==> src/core/lbcs_defines.vh <==
/*
 * constants for the local bus control and strap block: sequencer state
 * codes, flop reset values and the strap levels.
 * assumes it is included by its bare name from the design file.
 */
`ifndef LBCS_DEFINES_VH
`define LBCS_DEFINES_VH

`define LBCS_ST_IDLE 2'h0
`define LBCS_ST_ADDR 2'h1
`define LBCS_ST_DATA 2'h2
`define LBCS_ST_RECOV 2'h3

`define LBCS_FLAG_READ 1'h0
`define LBCS_FLAG_WRITE 1'h1
`define LBCS_FLAG_CODE 1'h0
`define LBCS_FLAG_DATA 1'h1

`define LBCS_RST_WR 1'h0
`define LBCS_RST_DIR 1'h0
`define LBCS_RST_DEN_N 1'h1
`define LBCS_RST_LOCK_N 1'h1
`define LBCS_RST_DCF 1'h1
`define LBCS_RST_GRANT 1'h0

`define LBCS_STRAP_INACTIVE 1'h1
`define LBCS_BEATS_W 2

`endif

==> src/core/lbcs_ctrl.v <==
/*
 * local bus control signalling plus reset-time strap capture on the shared pins.
 * assumes: the access request comes from core logic on mclk; primary_bus_reset,
 * the strap/pin inputs, ext_ready_recover and bus_grant_request are asynchronous
 * pins; mc_ready comes from the memory controller on mclk; a pad ring resolves
 * the three-signal pins and applies the weak pull-ups while strap_pullup_en is high.
 */
`timescale 1ns/10ps
`include "lbcs_defines.vh"

module lbcs_ctrl #(
  parameter BEATS_W = `LBCS_BEATS_W
) (
  input wire mclk,
  input wire rst,
  input wire primary_bus_reset,
  // access request from core logic
  input wire req_valid,
  input wire req_write,
  input wire req_data,
  input wire req_atomic,
  input wire req_lock_end,
  input wire [BEATS_W-1:0] req_beats,
  output wire req_ready,
  output wire xfer_done,
  // ready sources
  input wire use_internal_mc,
  input wire mc_ready,
  input wire ext_ready_recover,
  // software clears the core reset bit
  input wire core_reset_clear,
  // bus hand-over
  input wire bus_grant_request,
  output reg bus_grant_ack,
  // plain outputs
  output reg write_read_flag,
  output reg xfer_direction,
  output reg data_phase_enable_n,
  // shared pins, each input/output/enable, then the input-only region_size_retry_strap
  input wire data_code_flag_i,
  output wire data_code_flag_o,
  output wire data_code_flag_oe,
  input wire atomic_lock_i,
  output wire atomic_lock_o,
  output wire atomic_lock_oe,
  input wire local_ready_recover_i,
  output wire local_ready_recover_o,
  output wire local_ready_recover_oe,
  input wire region_size_retry_strap,
  // reset and initialization results
  output wire strap_pullup_en,
  output reg core_reset,
  output reg periph_pci_access_en,
  output reg init_start,
  output reg internal_selftest_en,
  output reg bus_confidence_en,
  output reg float_test_mode,
  output reg clocks_stop
);

  reg [1:0] state_ff;
  reg [1:0] nxt_state;
  reg [BEATS_W-1:0] beats_ff;
  reg [BEATS_W-1:0] nxt_beats;
  reg dcf_ff;
  reg lock_n_ff;
  reg lock_end_ff;
  reg lrdy_n_ff;
  // two-flop synchronisers for every asynchronous pin
  reg prst_s1_ff, prst_s2_ff, prst_d_ff;
  reg hold_s1_ff, hold_s2_ff;
  reg chs_s1_ff, chs_s2_ff;
  reg fts_s1_ff, fts_s2_ff;
  reg sts_s1_ff, sts_s2_ff;
  reg rgn_s1_ff, rgn_s2_ff;
  reg erdy_s1_ff, erdy_s2_ff;
  reg core_hold_strap_ff;
  reg float_strap_ff;
  reg selftest_strap_ff;
  reg region_strap_ff;
  reg core_held_ff;

  wire in_reset = prst_s2_ff;
  wire reset_release = prst_d_ff & ~prst_s2_ff;
  wire ready = use_internal_mc ? mc_ready : ~erdy_s2_ff;
  wire pins_drive = ~in_reset & ~float_test_mode & ~bus_grant_ack;

  always @(posedge mclk) begin
    if (rst) begin
      prst_s1_ff <= 1'h1;
      prst_s2_ff <= 1'h1;
      prst_d_ff <= 1'h1;
      hold_s1_ff <= 1'h0;
      hold_s2_ff <= 1'h0;
      chs_s1_ff <= `LBCS_STRAP_INACTIVE;
      chs_s2_ff <= `LBCS_STRAP_INACTIVE;
      fts_s1_ff <= `LBCS_STRAP_INACTIVE;
      fts_s2_ff <= `LBCS_STRAP_INACTIVE;
      sts_s1_ff <= `LBCS_STRAP_INACTIVE;
      sts_s2_ff <= `LBCS_STRAP_INACTIVE;
      rgn_s1_ff <= `LBCS_STRAP_INACTIVE;
      rgn_s2_ff <= `LBCS_STRAP_INACTIVE;
      erdy_s1_ff <= 1'h1;
      erdy_s2_ff <= 1'h1;
    end else begin
      prst_s1_ff <= primary_bus_reset;
      prst_s2_ff <= prst_s1_ff;
      prst_d_ff <= prst_s2_ff;
      hold_s1_ff <= bus_grant_request;
      hold_s2_ff <= hold_s1_ff;
      chs_s1_ff <= data_code_flag_i;
      chs_s2_ff <= chs_s1_ff;
      fts_s1_ff <= atomic_lock_i;
      fts_s2_ff <= fts_s1_ff;
      sts_s1_ff <= local_ready_recover_i;
      sts_s2_ff <= sts_s1_ff;
      rgn_s1_ff <= region_size_retry_strap;
      rgn_s2_ff <= rgn_s1_ff;
      erdy_s1_ff <= ext_ready_recover;
      erdy_s2_ff <= erdy_s1_ff;
    end
  end

  // straps follow the pins while reset is applied and freeze at release,
  // so the value kept is the one seen at the end of reset
  always @(posedge mclk) begin
    if (rst) begin
      core_hold_strap_ff <= `LBCS_STRAP_INACTIVE;
      float_strap_ff <= `LBCS_STRAP_INACTIVE;
      selftest_strap_ff <= `LBCS_STRAP_INACTIVE;
      region_strap_ff <= `LBCS_STRAP_INACTIVE;
    end else if (in_reset) begin
      core_hold_strap_ff <= chs_s2_ff;
      float_strap_ff <= fts_s2_ff;
      selftest_strap_ff <= sts_s2_ff;
      region_strap_ff <= rgn_s2_ff;
    end
  end

  assign strap_pullup_en = in_reset;

  always @(posedge mclk) begin
    if (rst) begin
      core_held_ff <= 1'h0;
      core_reset <= 1'h1;
      periph_pci_access_en <= 1'h0;
      init_start <= 1'h0;
      internal_selftest_en <= 1'h0;
      bus_confidence_en <= 1'h0;
      float_test_mode <= 1'h0;
      clocks_stop <= 1'h0;
    end else begin
      init_start <= 1'h0;
      if (in_reset) begin
        core_held_ff <= 1'h0;
        core_reset <= 1'h1;
        float_test_mode <= 1'h0;
        clocks_stop <= 1'h0;
      end else if (reset_release) begin
        core_held_ff <= ~core_hold_strap_ff;
        core_reset <= ~core_hold_strap_ff;
        init_start <= core_hold_strap_ff & float_strap_ff;
        internal_selftest_en <= selftest_strap_ff;
        bus_confidence_en <= 1'h1;
        float_test_mode <= ~float_strap_ff;
        clocks_stop <= ~float_strap_ff;
      end else if (core_held_ff & core_reset_clear) begin
        core_held_ff <= 1'h0;
        core_reset <= 1'h0;
        init_start <= ~float_test_mode;
      end
      periph_pci_access_en <= core_reset & ~in_reset & region_strap_ff;
    end
  end

  // sequencer: idle -> address -> data (waits while not ready) -> recovery
  always @* begin
    nxt_state = state_ff;
    nxt_beats = beats_ff;
    case (state_ff)
      `LBCS_ST_IDLE: begin
        if (req_valid & ~bus_grant_ack & ~core_reset & ~float_test_mode) begin
          nxt_state = `LBCS_ST_ADDR;
          nxt_beats = req_beats;
        end
      end
      `LBCS_ST_ADDR: begin
        nxt_state = `LBCS_ST_DATA;
      end
      `LBCS_ST_DATA: begin
        if (ready) begin
          if (beats_ff == {BEATS_W{1'b0}}) begin
            nxt_state = `LBCS_ST_RECOV;
          end else begin
            nxt_beats = beats_ff - {{(BEATS_W-1){1'b0}}, 1'b1};
          end
        end
      end
      `LBCS_ST_RECOV: begin
        nxt_state = `LBCS_ST_IDLE;
      end
      default: begin
        nxt_state = `LBCS_ST_IDLE;
      end
    endcase
  end

  wire start = (state_ff == `LBCS_ST_IDLE) & (nxt_state == `LBCS_ST_ADDR);
  wire last_xfer = (state_ff == `LBCS_ST_DATA) & ready & (beats_ff == {BEATS_W{1'b0}});

  assign req_ready = (state_ff == `LBCS_ST_IDLE) & ~bus_grant_ack & ~core_reset & ~float_test_mode;
  assign xfer_done = last_xfer;

  always @(posedge mclk) begin
    if (rst | in_reset) begin
      state_ff <= `LBCS_ST_IDLE;
      beats_ff <= {BEATS_W{1'b0}};
      write_read_flag <= `LBCS_RST_WR;
      dcf_ff <= `LBCS_RST_DCF;
      xfer_direction <= `LBCS_RST_DIR;
      data_phase_enable_n <= `LBCS_RST_DEN_N;
      lock_n_ff <= `LBCS_RST_LOCK_N;
      lock_end_ff <= 1'h0;
      bus_grant_ack <= `LBCS_RST_GRANT;
      lrdy_n_ff <= 1'h1;
    end else begin
      state_ff <= nxt_state;
      beats_ff <= nxt_beats;
      if (start) begin
        // flags change only as the address phase begins, data enable is off then
        write_read_flag <= req_write ? `LBCS_FLAG_WRITE : `LBCS_FLAG_READ;
        dcf_ff <= req_data ? `LBCS_FLAG_DATA : `LBCS_FLAG_CODE;
        xfer_direction <= req_write;
        lock_end_ff <= req_atomic & req_lock_end;
        if (req_atomic) begin
          lock_n_ff <= 1'h0;
        end
      end
      // asserted from the first data cycle through the cycle that ends the last
      data_phase_enable_n <= ~((nxt_state == `LBCS_ST_DATA));
      if (last_xfer & lock_end_ff) begin
        lock_n_ff <= 1'h1;
      end
      // hand over only between accesses and never inside a locked sequence
      if (bus_grant_ack) begin
        bus_grant_ack <= hold_s2_ff;
      end else if (hold_s2_ff & (state_ff == `LBCS_ST_IDLE) & lock_n_ff & ~req_valid) begin
        bus_grant_ack <= 1'h1;
      end
      lrdy_n_ff <= ~(mc_ready & (state_ff == `LBCS_ST_DATA));
    end
  end

  assign data_code_flag_o = dcf_ff;
  assign data_code_flag_oe = pins_drive;
  assign atomic_lock_o = lock_n_ff;
  assign atomic_lock_oe = pins_drive;
  assign local_ready_recover_o = lrdy_n_ff;
  assign local_ready_recover_oe = pins_drive & use_internal_mc;

endmodule // lbcs_ctrl

==> config.mk <==
export PLATFORM = sky130hd
export DESIGN_NAME = lbcs_ctrl
export DESIGN_NICKNAME = d
export VERILOG_FILES = /design/src/core/lbcs_ctrl.v
export VERILOG_INCLUDE_DIRS = /design/src /design/src/core
export SDC_FILE = /design/constraint.sdc
export NUM_CORES = 1
export LEC_CHECK = 0
export BUFFER_PORTS_ARGS = -buffer_cell sky130_fd_sc_hd__clkbuf_2
export CORE_ASPECT_RATIO = 1.25
export CORE_MARGIN = 2
export CORE_UTILIZATION = 55
export CTS_BUF_LIST = sky130_fd_sc_hd__clkbuf_4 sky130_fd_sc_hd__clkbuf_8
export DETAILED_ROUTE_END_ITERATION = 8
export PLACE_DENSITY = 0.84
export RECOVER_POWER = 50
export SLEW_MARGIN = 20
export SYNTH_ARGS = -nofsm -noshare
export SYNTH_HDL_FRONTEND = slang
export SYNTH_SLANG_ARGS = --single-unit
==> constraint.sdc <==
create_clock -name mclk -period 5.5 [get_ports mclk]
set_clock_uncertainty 0.15 [all_clocks]
set_input_delay 0.275 -clock mclk [delete_from_list [all_inputs] [get_ports mclk]]
set_output_delay 0.275 -clock mclk [all_outputs]
set_load 0.1 [all_outputs]
==> impl_metrics.tcl, run 1 <==
set metrics [dict create \
    gp_congestion 0.775 \
    routedWlPerCell_um 12.2 \
    yosys.area.top_type "dfxtp_1" \
    synth_area_leaders "dfxtp_1, or2_2, mux2i_1" \
    slowest_delay_ps 520 \
    slowest_stage "clkbuf_2" \
    leakage_uw 0.000795 \
    clkPwrFrac 0.378 \
    antenna_cells 0 \
    syn_inst 142 \
    max_freq_mhz 407 \
    critPathKind "reg -> out" \
    path_buf_inv 2 \
    clk_latency_ps 340 \
    io_pins 39 \
    dr.pass1.iters 4 \
    core_mm2 0.00243 \
    crit_chain "inv_1, ha_1, nand2_1, nor3_1, clkbuf_2" \
    drive_gt1_frac 0.323 \
    fill_cells 191 \
    track_usage 0.202 \
    place.port_buffers 38 \
    synth_fa_ha_area_frac 0.0359 \
    largestRegisters "beats_ff (2), state_ff (2)" \
    crit_required_ps 5080 \
    vias 1119 \
    start_kind "flop" \
    ys_seq_elements 37 \
    seq_area_frac_synth 0.531 \
    htreeDepth 2 \
    cts.clk_slew.worst_paths_ps 110 \
    hold_path_class "in -> reg" \
    synth_top_area_frac 0.531 \
    grt_util_met1 0.201 \
    busiest_layer "met2" \
    syn_area_mm2 0.00139 \
    cts_hold_buf 8 \
    grt_pass1_vias 1013 \
    end_kind "output pin" \
    status "completed" \
    fp.dieH_um 60.3 \
    die_w_um 49.0 \
    muxShareOfSynthArea 0.0431 \
    post_cts_resized 0 \
    cts_tree "done" \
    synth_top_family_by_area "simple AND/OR/NAND/NOR gates" \
    cts.path.max_buffers 2 \
    seqPwrFrac 0.535 \
    drv_slew 0 \
    drt_wl_total_um 2740 \
    switching_share 0.232 \
    grt_remaining_overflow 0 \
    die_area_mm2 0.00296 \
    path_delay_family "buffers and inverters" \
    arrival_ps 2030 \
    fin_tns_setup_ps 0 \
    critPathMaxFanout 6 \
    r2r_slack_ps 3540 \
    grt_max_degree 19 \
    grt_pass1_wl_um 4340 \
    rsz0062_at_grt "no" \
    power.internal_uw 400 \
    syn-mean-instance-area_um2 9.82 \
    synth_cell_types 31 \
    power.switching_uw 121 \
    antenna_left 0 \
    areaGrowthSynthToFinish_pct 27.0 \
    period_minus_slack_ps 2460 \
    cts_setup_buffers 0 \
    tightest_slew_ps 1180 \
    routed_via_density 4.97 \
    drv_cap 0 \
    cts_root_buf "clkbuf_4" \
    synthSimpleGateAreaFrac 0.240 \
    synth_compound_area_frac 0.101 \
    fp-row-count 20 \
    syn_nets 165 \
    grtUsageMet3 0.0750 \
    hpwl_um 2070 \
    finalHoldViolCount 0 \
    nNetsFinal 214 \
    initial_core_util 0.574 \
    drt_iter0_markers 39 \
    cts_buffers 5 \
    p_per_area_mw_per_mm2 294 \
    finalSetupViolations 0 \
    antenna_found_initial 0 \
    fin_crit_sh 0.447 \
    p_comb_frac 0.087 \
    use_met2 0.374 \
    drc_errors 0 \
    cts.sinks 37 \
    relSlewSlack 0.217 \
    yosys_warnings 0 \
    synth-xor-area-share 0 \
    ir_worst_vdd_mv 0.239 \
    whs_ps 41.3 \
]
-- metrics by stage --
| stage | worst slack (ps) | cell area [um^2] | cells | power (uW) | utilization |
|---|---|---|---|---|---|
| 2_1_floorplan | 961 | 1390 | 142 | 314 | - |
| 3_3_place_gp | 3580 | 1600 | 208 | 324 | 0.657 |
| 3_5_place_dp | 3440 | 1600 | 208 | 325 | 0.657 |
| 4_1_cts | 3040 | 1760 | 224 | 523 | 0.727 |
| 5_1_grt | 2930 | 1770 | 225 | 543 | 0.729 |
| 6_report | 3040 | 1770 | 225 | 521 | 0.729 |
-- path summary, 6_finish.rpt --
check	start	endpoint	cells past startpoint
worst max-delay path	state_ff[0]$_SDFF_PP0_	xfer_done	5
worst min-delay path	req_lock_end	lock_end_ff$_SDFFE_PP0P_	3
worst max register to register	state_ff[0]$_SDFF_PP0_	beats_ff[1]$_SDFFE_PP0P_	6
worst min register to register	hold_s2_ff$_SDFF_PP0_	bus_grant_ack$_SDFF_PP0_	2
-- synth_stat cells --
| library cell | number |
|---|---|
| nor4b_1 | 1 |
| o41ai_2 | 1 |
| and2_1 | 2 |
| a31oi_1 | 3 |
| nand2b_1 | 2 |
| a221o_1 | 1 |
| nand4_1 | 1 |
| nand3_2 | 1 |
| o2111a_1 | 1 |
| inv_2 | 2 |
| a311oi_1 | 1 |
| ha_1 | 4 |
| o31ai_2 | 1 |
| nand2_1 | 16 |
| nor3_1 | 4 |
| clkbuf_1 | 2 |
| inv_1 | 8 |
| nor2b_1 | 6 |
| nor3b_1 | 1 |
| mux2i_1 | 6 |
| buf_4 | 3 |
| dfxtp_1 | 37 |
| a211oi_1 | 1 |
| nand3_1 | 3 |
| a31oi_4 | 1 |
| a21oi_1 | 4 |
| and3_1 | 1 |
| nor2_1 | 13 |
| or4b_4 | 1 |
| o211ai_1 | 2 |
| or2_2 | 12 |
-- placed cells by master (no fill, tap or decap), types with 2 or more instances in the layout --
cell / n
a31oi_1: 3
inv_1: 8
nand3_1: 3
nor2_1: 13
a21oi_1: 4
inv_2: 2
dlygate4sd3_1: 9
o211ai_1: 2
or2_2: 12
clkbuf_4: 5
clkbuf_1: 3
nor2b_1: 6
nor3_1: 4
nand2_1: 16
mux2i_1: 6
nand2b_1: 2
ha_1: 4
dfxtp_1: 37
clkbuf_2: 35
-- kinds of logic after synthesis --
| group | count (synthesis) |
|---|---|
| flops | 37 |
| simple gates | 64 |
| compound gates | 16 |
| buf+inv | 15 |
| fa+ha+maj | 4 |
| mux | 6 |
-- metal layers --
layer / part of all wire / wire length, um / vias to the layer above
li1: - / - / 574
met1: 0.39 / 1070 / 498
met2: 0.54 / 1470 / 41
met3: 0.063 / 172 / 6
met4: 0.011 / 29 / 0
met5: 0 / 0 / -
-- power groups by stage --
| stage | Sequential, uW | Clock, uW | Combinational [uW] |
|---|---|---|---|
| floorplan | 293 | 0 | 20.2 |
| global placement | 284 | 0 | 39.5 |
| detailed placement | 285 | 0 | 40.5 |
| CTS | 279 | 200 | 45.0 |
| global route | 280 | 215 | 48.7 |
| finish | 278 | 197 | 45.5 |
-- worst register-to-register path: cells and delay by family, from the launching register on --
kind	cells	cell delay, ps
buf+inv	2	250
compound gates	3	860
fa+ha+maj	1	290
flops	1	330
-- final cells by class --
class                   instances  area (um^2)  share of cell area
flip-flops and latches         37          741               0.418
multi-input cells              90          586               0.331
repair buffers                 47          277               0.156
clock buffers                   6         51.3              0.0290
well taps                      33         41.3              0.0233
clock inverters                 2         37.5              0.0212
inverters                      10         37.5              0.0212
Power figures use the tool's default switching activity.
==> run 2: changes to the inputs <==
CORE_UTILIZATION = 48   (was 55)
PLACE_DENSITY = 0.77   (was 0.84)
clock period = 2.18 ns   (was 5.5 ns; I/O delays follow)
==> impl_metrics.tcl, run 2 (synthesized netlist as in run 1, its figures left out) <==
set metrics [dict create \
    tightest_slew_ps 1170 \
    slowest_stage "clkbuf_4" \
    vias 1181 \
    fp.dieH_um 64.3 \
    crit_required_ps 1920 \
    cts_setup_buffers 0 \
    clk_latency_ps 340 \
    cts.clk_slew.worst_paths_ps 110 \
    p_per_area_mw_per_mm2 693 \
    fill_cells 211 \
    drt_wl_total_um 3070 \
    hold_path_class "in -> reg" \
    arrival_ps 1800 \
    drv_cap 0 \
    switching_share 0.228 \
    drv_slew 0 \
    relSlewSlack 0.224 \
    layout_common_cells "clkbuf_2, dfxtp_1, dlygate4sd3_1" \
    leakage_uw 0.000866 \
    largestRegisters "beats_ff (2), state_ff (2)" \
    fin_crit_sh 0.942 \
    fp-row-count 21 \
    path_delay_family "buffers and inverters" \
    antenna_found_initial 0 \
    drc_errors 0 \
    die_w_um 52.2 \
    htreeDepth 2 \
    critPathKind "reg -> out" \
    finalHoldViolCount 0 \
    grt_pass1_vias 1163 \
    grt_remaining_overflow 0 \
    r2r_slack_ps 190 \
    design_area_mm2 0.00193 \
    finalSetupViolations 0 \
    grt_max_degree 19 \
    routedWlPerCell_um 12.9 \
    cts_tree "done" \
    die_area_mm2 0.00335 \
    end_kind "output pin" \
    cts.sinks 37 \
    hpwl_um 2080 \
    critPathMaxFanout 6 \
    grt_pass1_wl_um 4960 \
    slowest_delay_ps 360 \
    nNetsFinal 225 \
    rsz0062_at_grt "no" \
    cts_root_buf "clkbuf_4" \
    max_freq_mhz 487 \
    crit_chain "inv_1, ha_1, nand2_1, nor3_4, clkbuf_4" \
    core_mm2 0.00273 \
    routed_via_density 4.98 \
    seqPwrFrac 0.525 \
    areaGrowthSynthToFinish_pct 38.7 \
    clkPwrFrac 0.377 \
    place.port_buffers 38 \
    track_usage 0.206 \
    start_kind "flop" \
    fin_cells 237 \
    rr_worst_depth 6 \
    initial_core_util 0.510 \
    power.switching_uw 305 \
    min_path_cells 4 \
    final_util 0.707 \
    io_pins 39 \
    worstHoldEndpoint "atomic_lock_o$_SDFFE_PP1P_" \
    layout_commonest_cell "clkbuf_2" \
    dp.cells 210 \
    r2r_end "beats_ff[1]$_SDFFE_PP0P_" \
    antenna_cells 0 \
    drt_iter0_markers 25 \
    path_buf_inv 2 \
    power.internal_uw 1030 \
    worstHoldStart "use_internal_mc" \
    p_comb_frac 0.099 \
    drive_gt1_frac 0.355 \
    antenna_left 0 \
    status "completed" \
    cts_buffers 5 \
    cts.path.max_buffers 2 \
    r2r_start "state_ff[0]$_SDFF_PP0_" \
    period_minus_slack_ps 2050 \
    place_area_mm2 0.00165 \
    gp_congestion 0.803 \
    ir_worst_vdd_mv 0.592 \
    dr.pass1.iters 4 \
]
run 2: power by group through the flow:
stage / combinational (uW) / sequential [uW] / clock, uW
detailed placement: 106 / 718 / 0
floorplan: 53.8 / 740 / 0
global placement: 104 / 717 / 0
global route: 141 / 705 / 551
finish: 132 / 702 / 504
CTS: 132 / 702 / 514
run 2: through the flow:
stage	hold slack, ps	TNS (ps)	setup WS [ps]	total power (uW)
floorplan	30.6	-12.3	-12.3	794
global route	226	0	19.1	1400
finish	203	0	125	1340
CTS	193	0	73.0	1350
detailed placement	144	0	239	824
global placement	142	0	364	821
run 2: what timing repair did:
item                                   in CTS  in global routing
setup endpoints to repair                   1                  2
hold buffers                               19                  0
endpoints found under the hold margin      19                  0
gates resized for setup                     1                  2
run 2: worst max-delay path by stage:
stage / startpoint / to / slack (ps) / cells past startpoint
floorplan: strap_pullup_en$_SDFF_PP1_ / local_ready_recover_oe / -10 / 3
global placement: state_ff[0]$_SDFF_PP0_ / beats_ff[1]$_SDFFE_PP0P_ / 360 / 6
detailed placement: state_ff[0]$_SDFF_PP0_ / beats_ff[1]$_SDFFE_PP0P_ / 240 / 6
CTS: rst / lock_end_ff$_SDFFE_PP0P_ / 70 / 7
global route: state_ff[0]$_SDFF_PP0_ / xfer_done / 20 / 5
finish: state_ff[0]$_SDFF_PP0_ / xfer_done / 130 / 5
run 2: layout make-up:
type                            instances  area (um^2)  share of cell area
Clock inverter                          1         30.0              0.0155
Clock buffer                            7         58.8              0.0304
Tap cell                               34         42.5              0.0220
Multi-Input combinational cell         90          628               0.325
Inverter                               10         37.5              0.0194
Timing Repair Buffer                   58          388               0.201
Sequential cell                        37          748               0.387
run 2: layer usage:
layer  part of all wire  routed length, um  up-vias  global-route usage
met5                  0                  0        -                   0
met1               0.37               1150      532               0.198
met4             0.0068                 21        0              0.0865
met2               0.56               1730       49               0.373
li1                   -                  -      598                   -
met3              0.054                167        2              0.0841
run 2: tightest hold or removal path, cell delays in order:
cell and delay [ps]:
clkbuf_2 100, nor2b_1 100, nor3_4 200, a221o_1 170
==> run 3: changes to the inputs <==
ABC_AREA = 1   (was default)
CORE_UTILIZATION = 55   (was 48)
PLACE_DENSITY = 0.83   (was 0.77)
clock period = 2.6 ns   (was 2.18 ns; I/O delays follow)
==> impl_metrics.tcl, run 3 <==
set metrics [dict create \
    status "completed" \
    post_cts_resized 0 \
    drive_gt1_frac 0.309 \
    die_area_mm2 0.00303 \
    fin_cells 256 \
    cts_buffers 5 \
    crit_chain "inv_1, ha_1, nand2_2, inv_2, nand3_2, inv_1, clkbuf_2" \
    ir_worst_vdd_mv 0.553 \
    drt_iter0_markers 19 \
    design_area_mm2 0.00185 \
    routed_via_density 4.73 \
    drc_errors 0 \
    cts_tree "done" \
    hpwl_um 2040 \
    rr_worst_depth 4 \
    grt_remaining_overflow 0 \
    grt_pass1_vias 1165 \
    track_usage 0.204 \
    crit_top_cell "inv_1" \
    period_minus_slack_ps 2070 \
    largestRegisters "beats_ff (2), state_ff (2)" \
    fill_cells 204 \
    drt_wl_total_um 2730 \
    areaGrowthSynthToFinish_pct 29.0 \
    drv_cap 0 \
    syn_inst 170 \
    fin_crit_sh 0.796 \
    grt_pass1_wl_um 4570 \
    dr.pass1.iters 4 \
    clk_latency_ps 330 \
    yosys.area.top_type "dfxtp_1" \
    antenna_left 0 \
    cts.clk_slew.worst_paths_ps 110 \
    antenna_found_initial 0 \
    syn_nets 193 \
    yosys_warnings 0 \
    cts.path.max_buffers 2 \
    synth_edf_count 0 \
    tightest_slew_ps 546 \
    min_path_cells 5 \
    syn_area_mm2 0.00143 \
    synth_cell_types 25 \
    layout_commonest_cell "clkbuf_2" \
    ys_seq_elements 37 \
    cts_root_buf "clkbuf_4" \
    place_area_mm2 0.00163 \
    yosys-top-cells-count "dfxtp_1, nand2_1, inv_1" \
    hold_path_class "in -> reg" \
    htreeDepth 2 \
    syn-mean-instance-area_um2 8.43 \
    rsz0062_at_grt "no" \
    start_kind "flop" \
    core_mm2 0.00245 \
    dp.cells 235 \
    layout_common_cells "clkbuf_2, dfxtp_1, nand2_1" \
    place.port_buffers 38 \
    synth_top_area_frac 0.517 \
    fp.dieH_um 61.1 \
    max_freq_mhz 483 \
    gp_congestion 0.798 \
    antenna_cells 0 \
    p_per_area_mw_per_mm2 633 \
    initial_core_util 0.584 \
    drv_slew 0 \
    slowest_stage "clkbuf_2" \
    fp-row-count 20 \
    critPathKind "reg -> out" \
    leakage_uw 0.000913 \
    arrival_ps 1790 \
    io_pins 39 \
    routedWlPerCell_um 10.7 \
    vias 1211 \
    finalSetupViolations 0 \
    nNetsFinal 245 \
    die_w_um 49.7 \
    synthMostInstantiatedCell "dfxtp_1" \
    synth_area_leaders "dfxtp_1, nand2_1, inv_1" \
    fin_ws_ps 530 \
    crit_required_ps 2320 \
    end_kind "output pin" \
    grt_max_degree 22 \
    slowest_delay_ps 450 \
    place_ws_ps 888 \
    finalHoldViolCount 0 \
    synth_ff_type "dfxtp_1" \
    seq_area_frac_synth 0.517 \
    async_flop_share 0 \
    relSlewSlack 0.638 \
    critPathMaxFanout 6 \
    cts.sinks 37 \
]
## run 3: cell count changes after synthesis, moves of 6 or more
cell,change
inv_1,+15
mux2i_1,-6
nand2_1,+10
a21oi_1,+8
nor2b_1,-6
## run 3: critical path, delay by kind of cell, from the launching register on
family,cells,cell delay [ps]
simple gates,2,160
buf+inv,4,690
fa+ha+maj,1,260
flops,1,340
## run 3: timing repair
| item | in CTS | in global routing |
|---|---|---|
| buffers inserted | 0 | 0 |
| setup endpoints to repair | 0 | 0 |
| hold buffers | 13 | 0 |
| hold endpoints to repair | 15 | 0 |
## run 3: where the power goes
part	internal [uW]	switching (uW)	total [uW]	leakage, uW
Sequential	581	4.61	586	0.000303
Combinational	37.4	64.7	102	0.000555
Clock	298	184	481	0.0000552
## run 3: path summary, 6_finish.rpt
kind,from,end,slack [ps]
setup / recovery,state_ff[0]$_SDFF_PP0_,xfer_done,530
hold / removal,req_beats[0],beats_ff[0]$_SDFFE_PP0P_,20
setup reg to reg,strap_pullup_en$_SDFF_PP1_,data_phase_enable_n$_SDFF_PP1_,920
hold reg to reg,hold_s1_ff$_SDFF_PP0_,hold_s2_ff$_SDFF_PP0_,250
## run 3: kinds of logic after synthesis
logic type,Yosys count,synth area share
AOI/OAI and AO/OA,18,0.0681
adders and majority gates,4,0.0349
buffers and inverters,33,0.0978
DFF,37,0.517
and+or+nand+nor,78,0.282
## run 3: per-layer routing
metal / track usage / wire, um / part of all wire / vias to the layer above
met5: 0 / 0 / 0 / -
li1: - / - / - / 631
met1: 0.184 / 1050 / 0.39 / 541
met3: 0.0680 / 129 / 0.047 / 6
met4: 0.0913 / 44 / 0.016 / 0
met2: 0.413 / 1500 / 0.55 / 33
## run 3: cell type report
class	count	area, um^2	area share
clock buffer	5	37.5	0.0203
clock inverter	3	65.1	0.0352
inverter	27	101	0.0548
multi-input combinational	100	542	0.293
sequential	37	741	0.401
tap	33	41.3	0.0223
timing repair buffer	51	320	0.173
## run 3: per-stage QoR
stage,utilization,hold slack (ps),total power [uW],setup TNS [ps]
after floorplan,-,64.6,664,-1850
after global placement,0.663,162,685,0
after detailed placement,0.663,165,688,0
after CTS,0.758,7.23,1180,0
after global routing,0.754,42.0,1220,0
final,0.754,17.7,1170,0
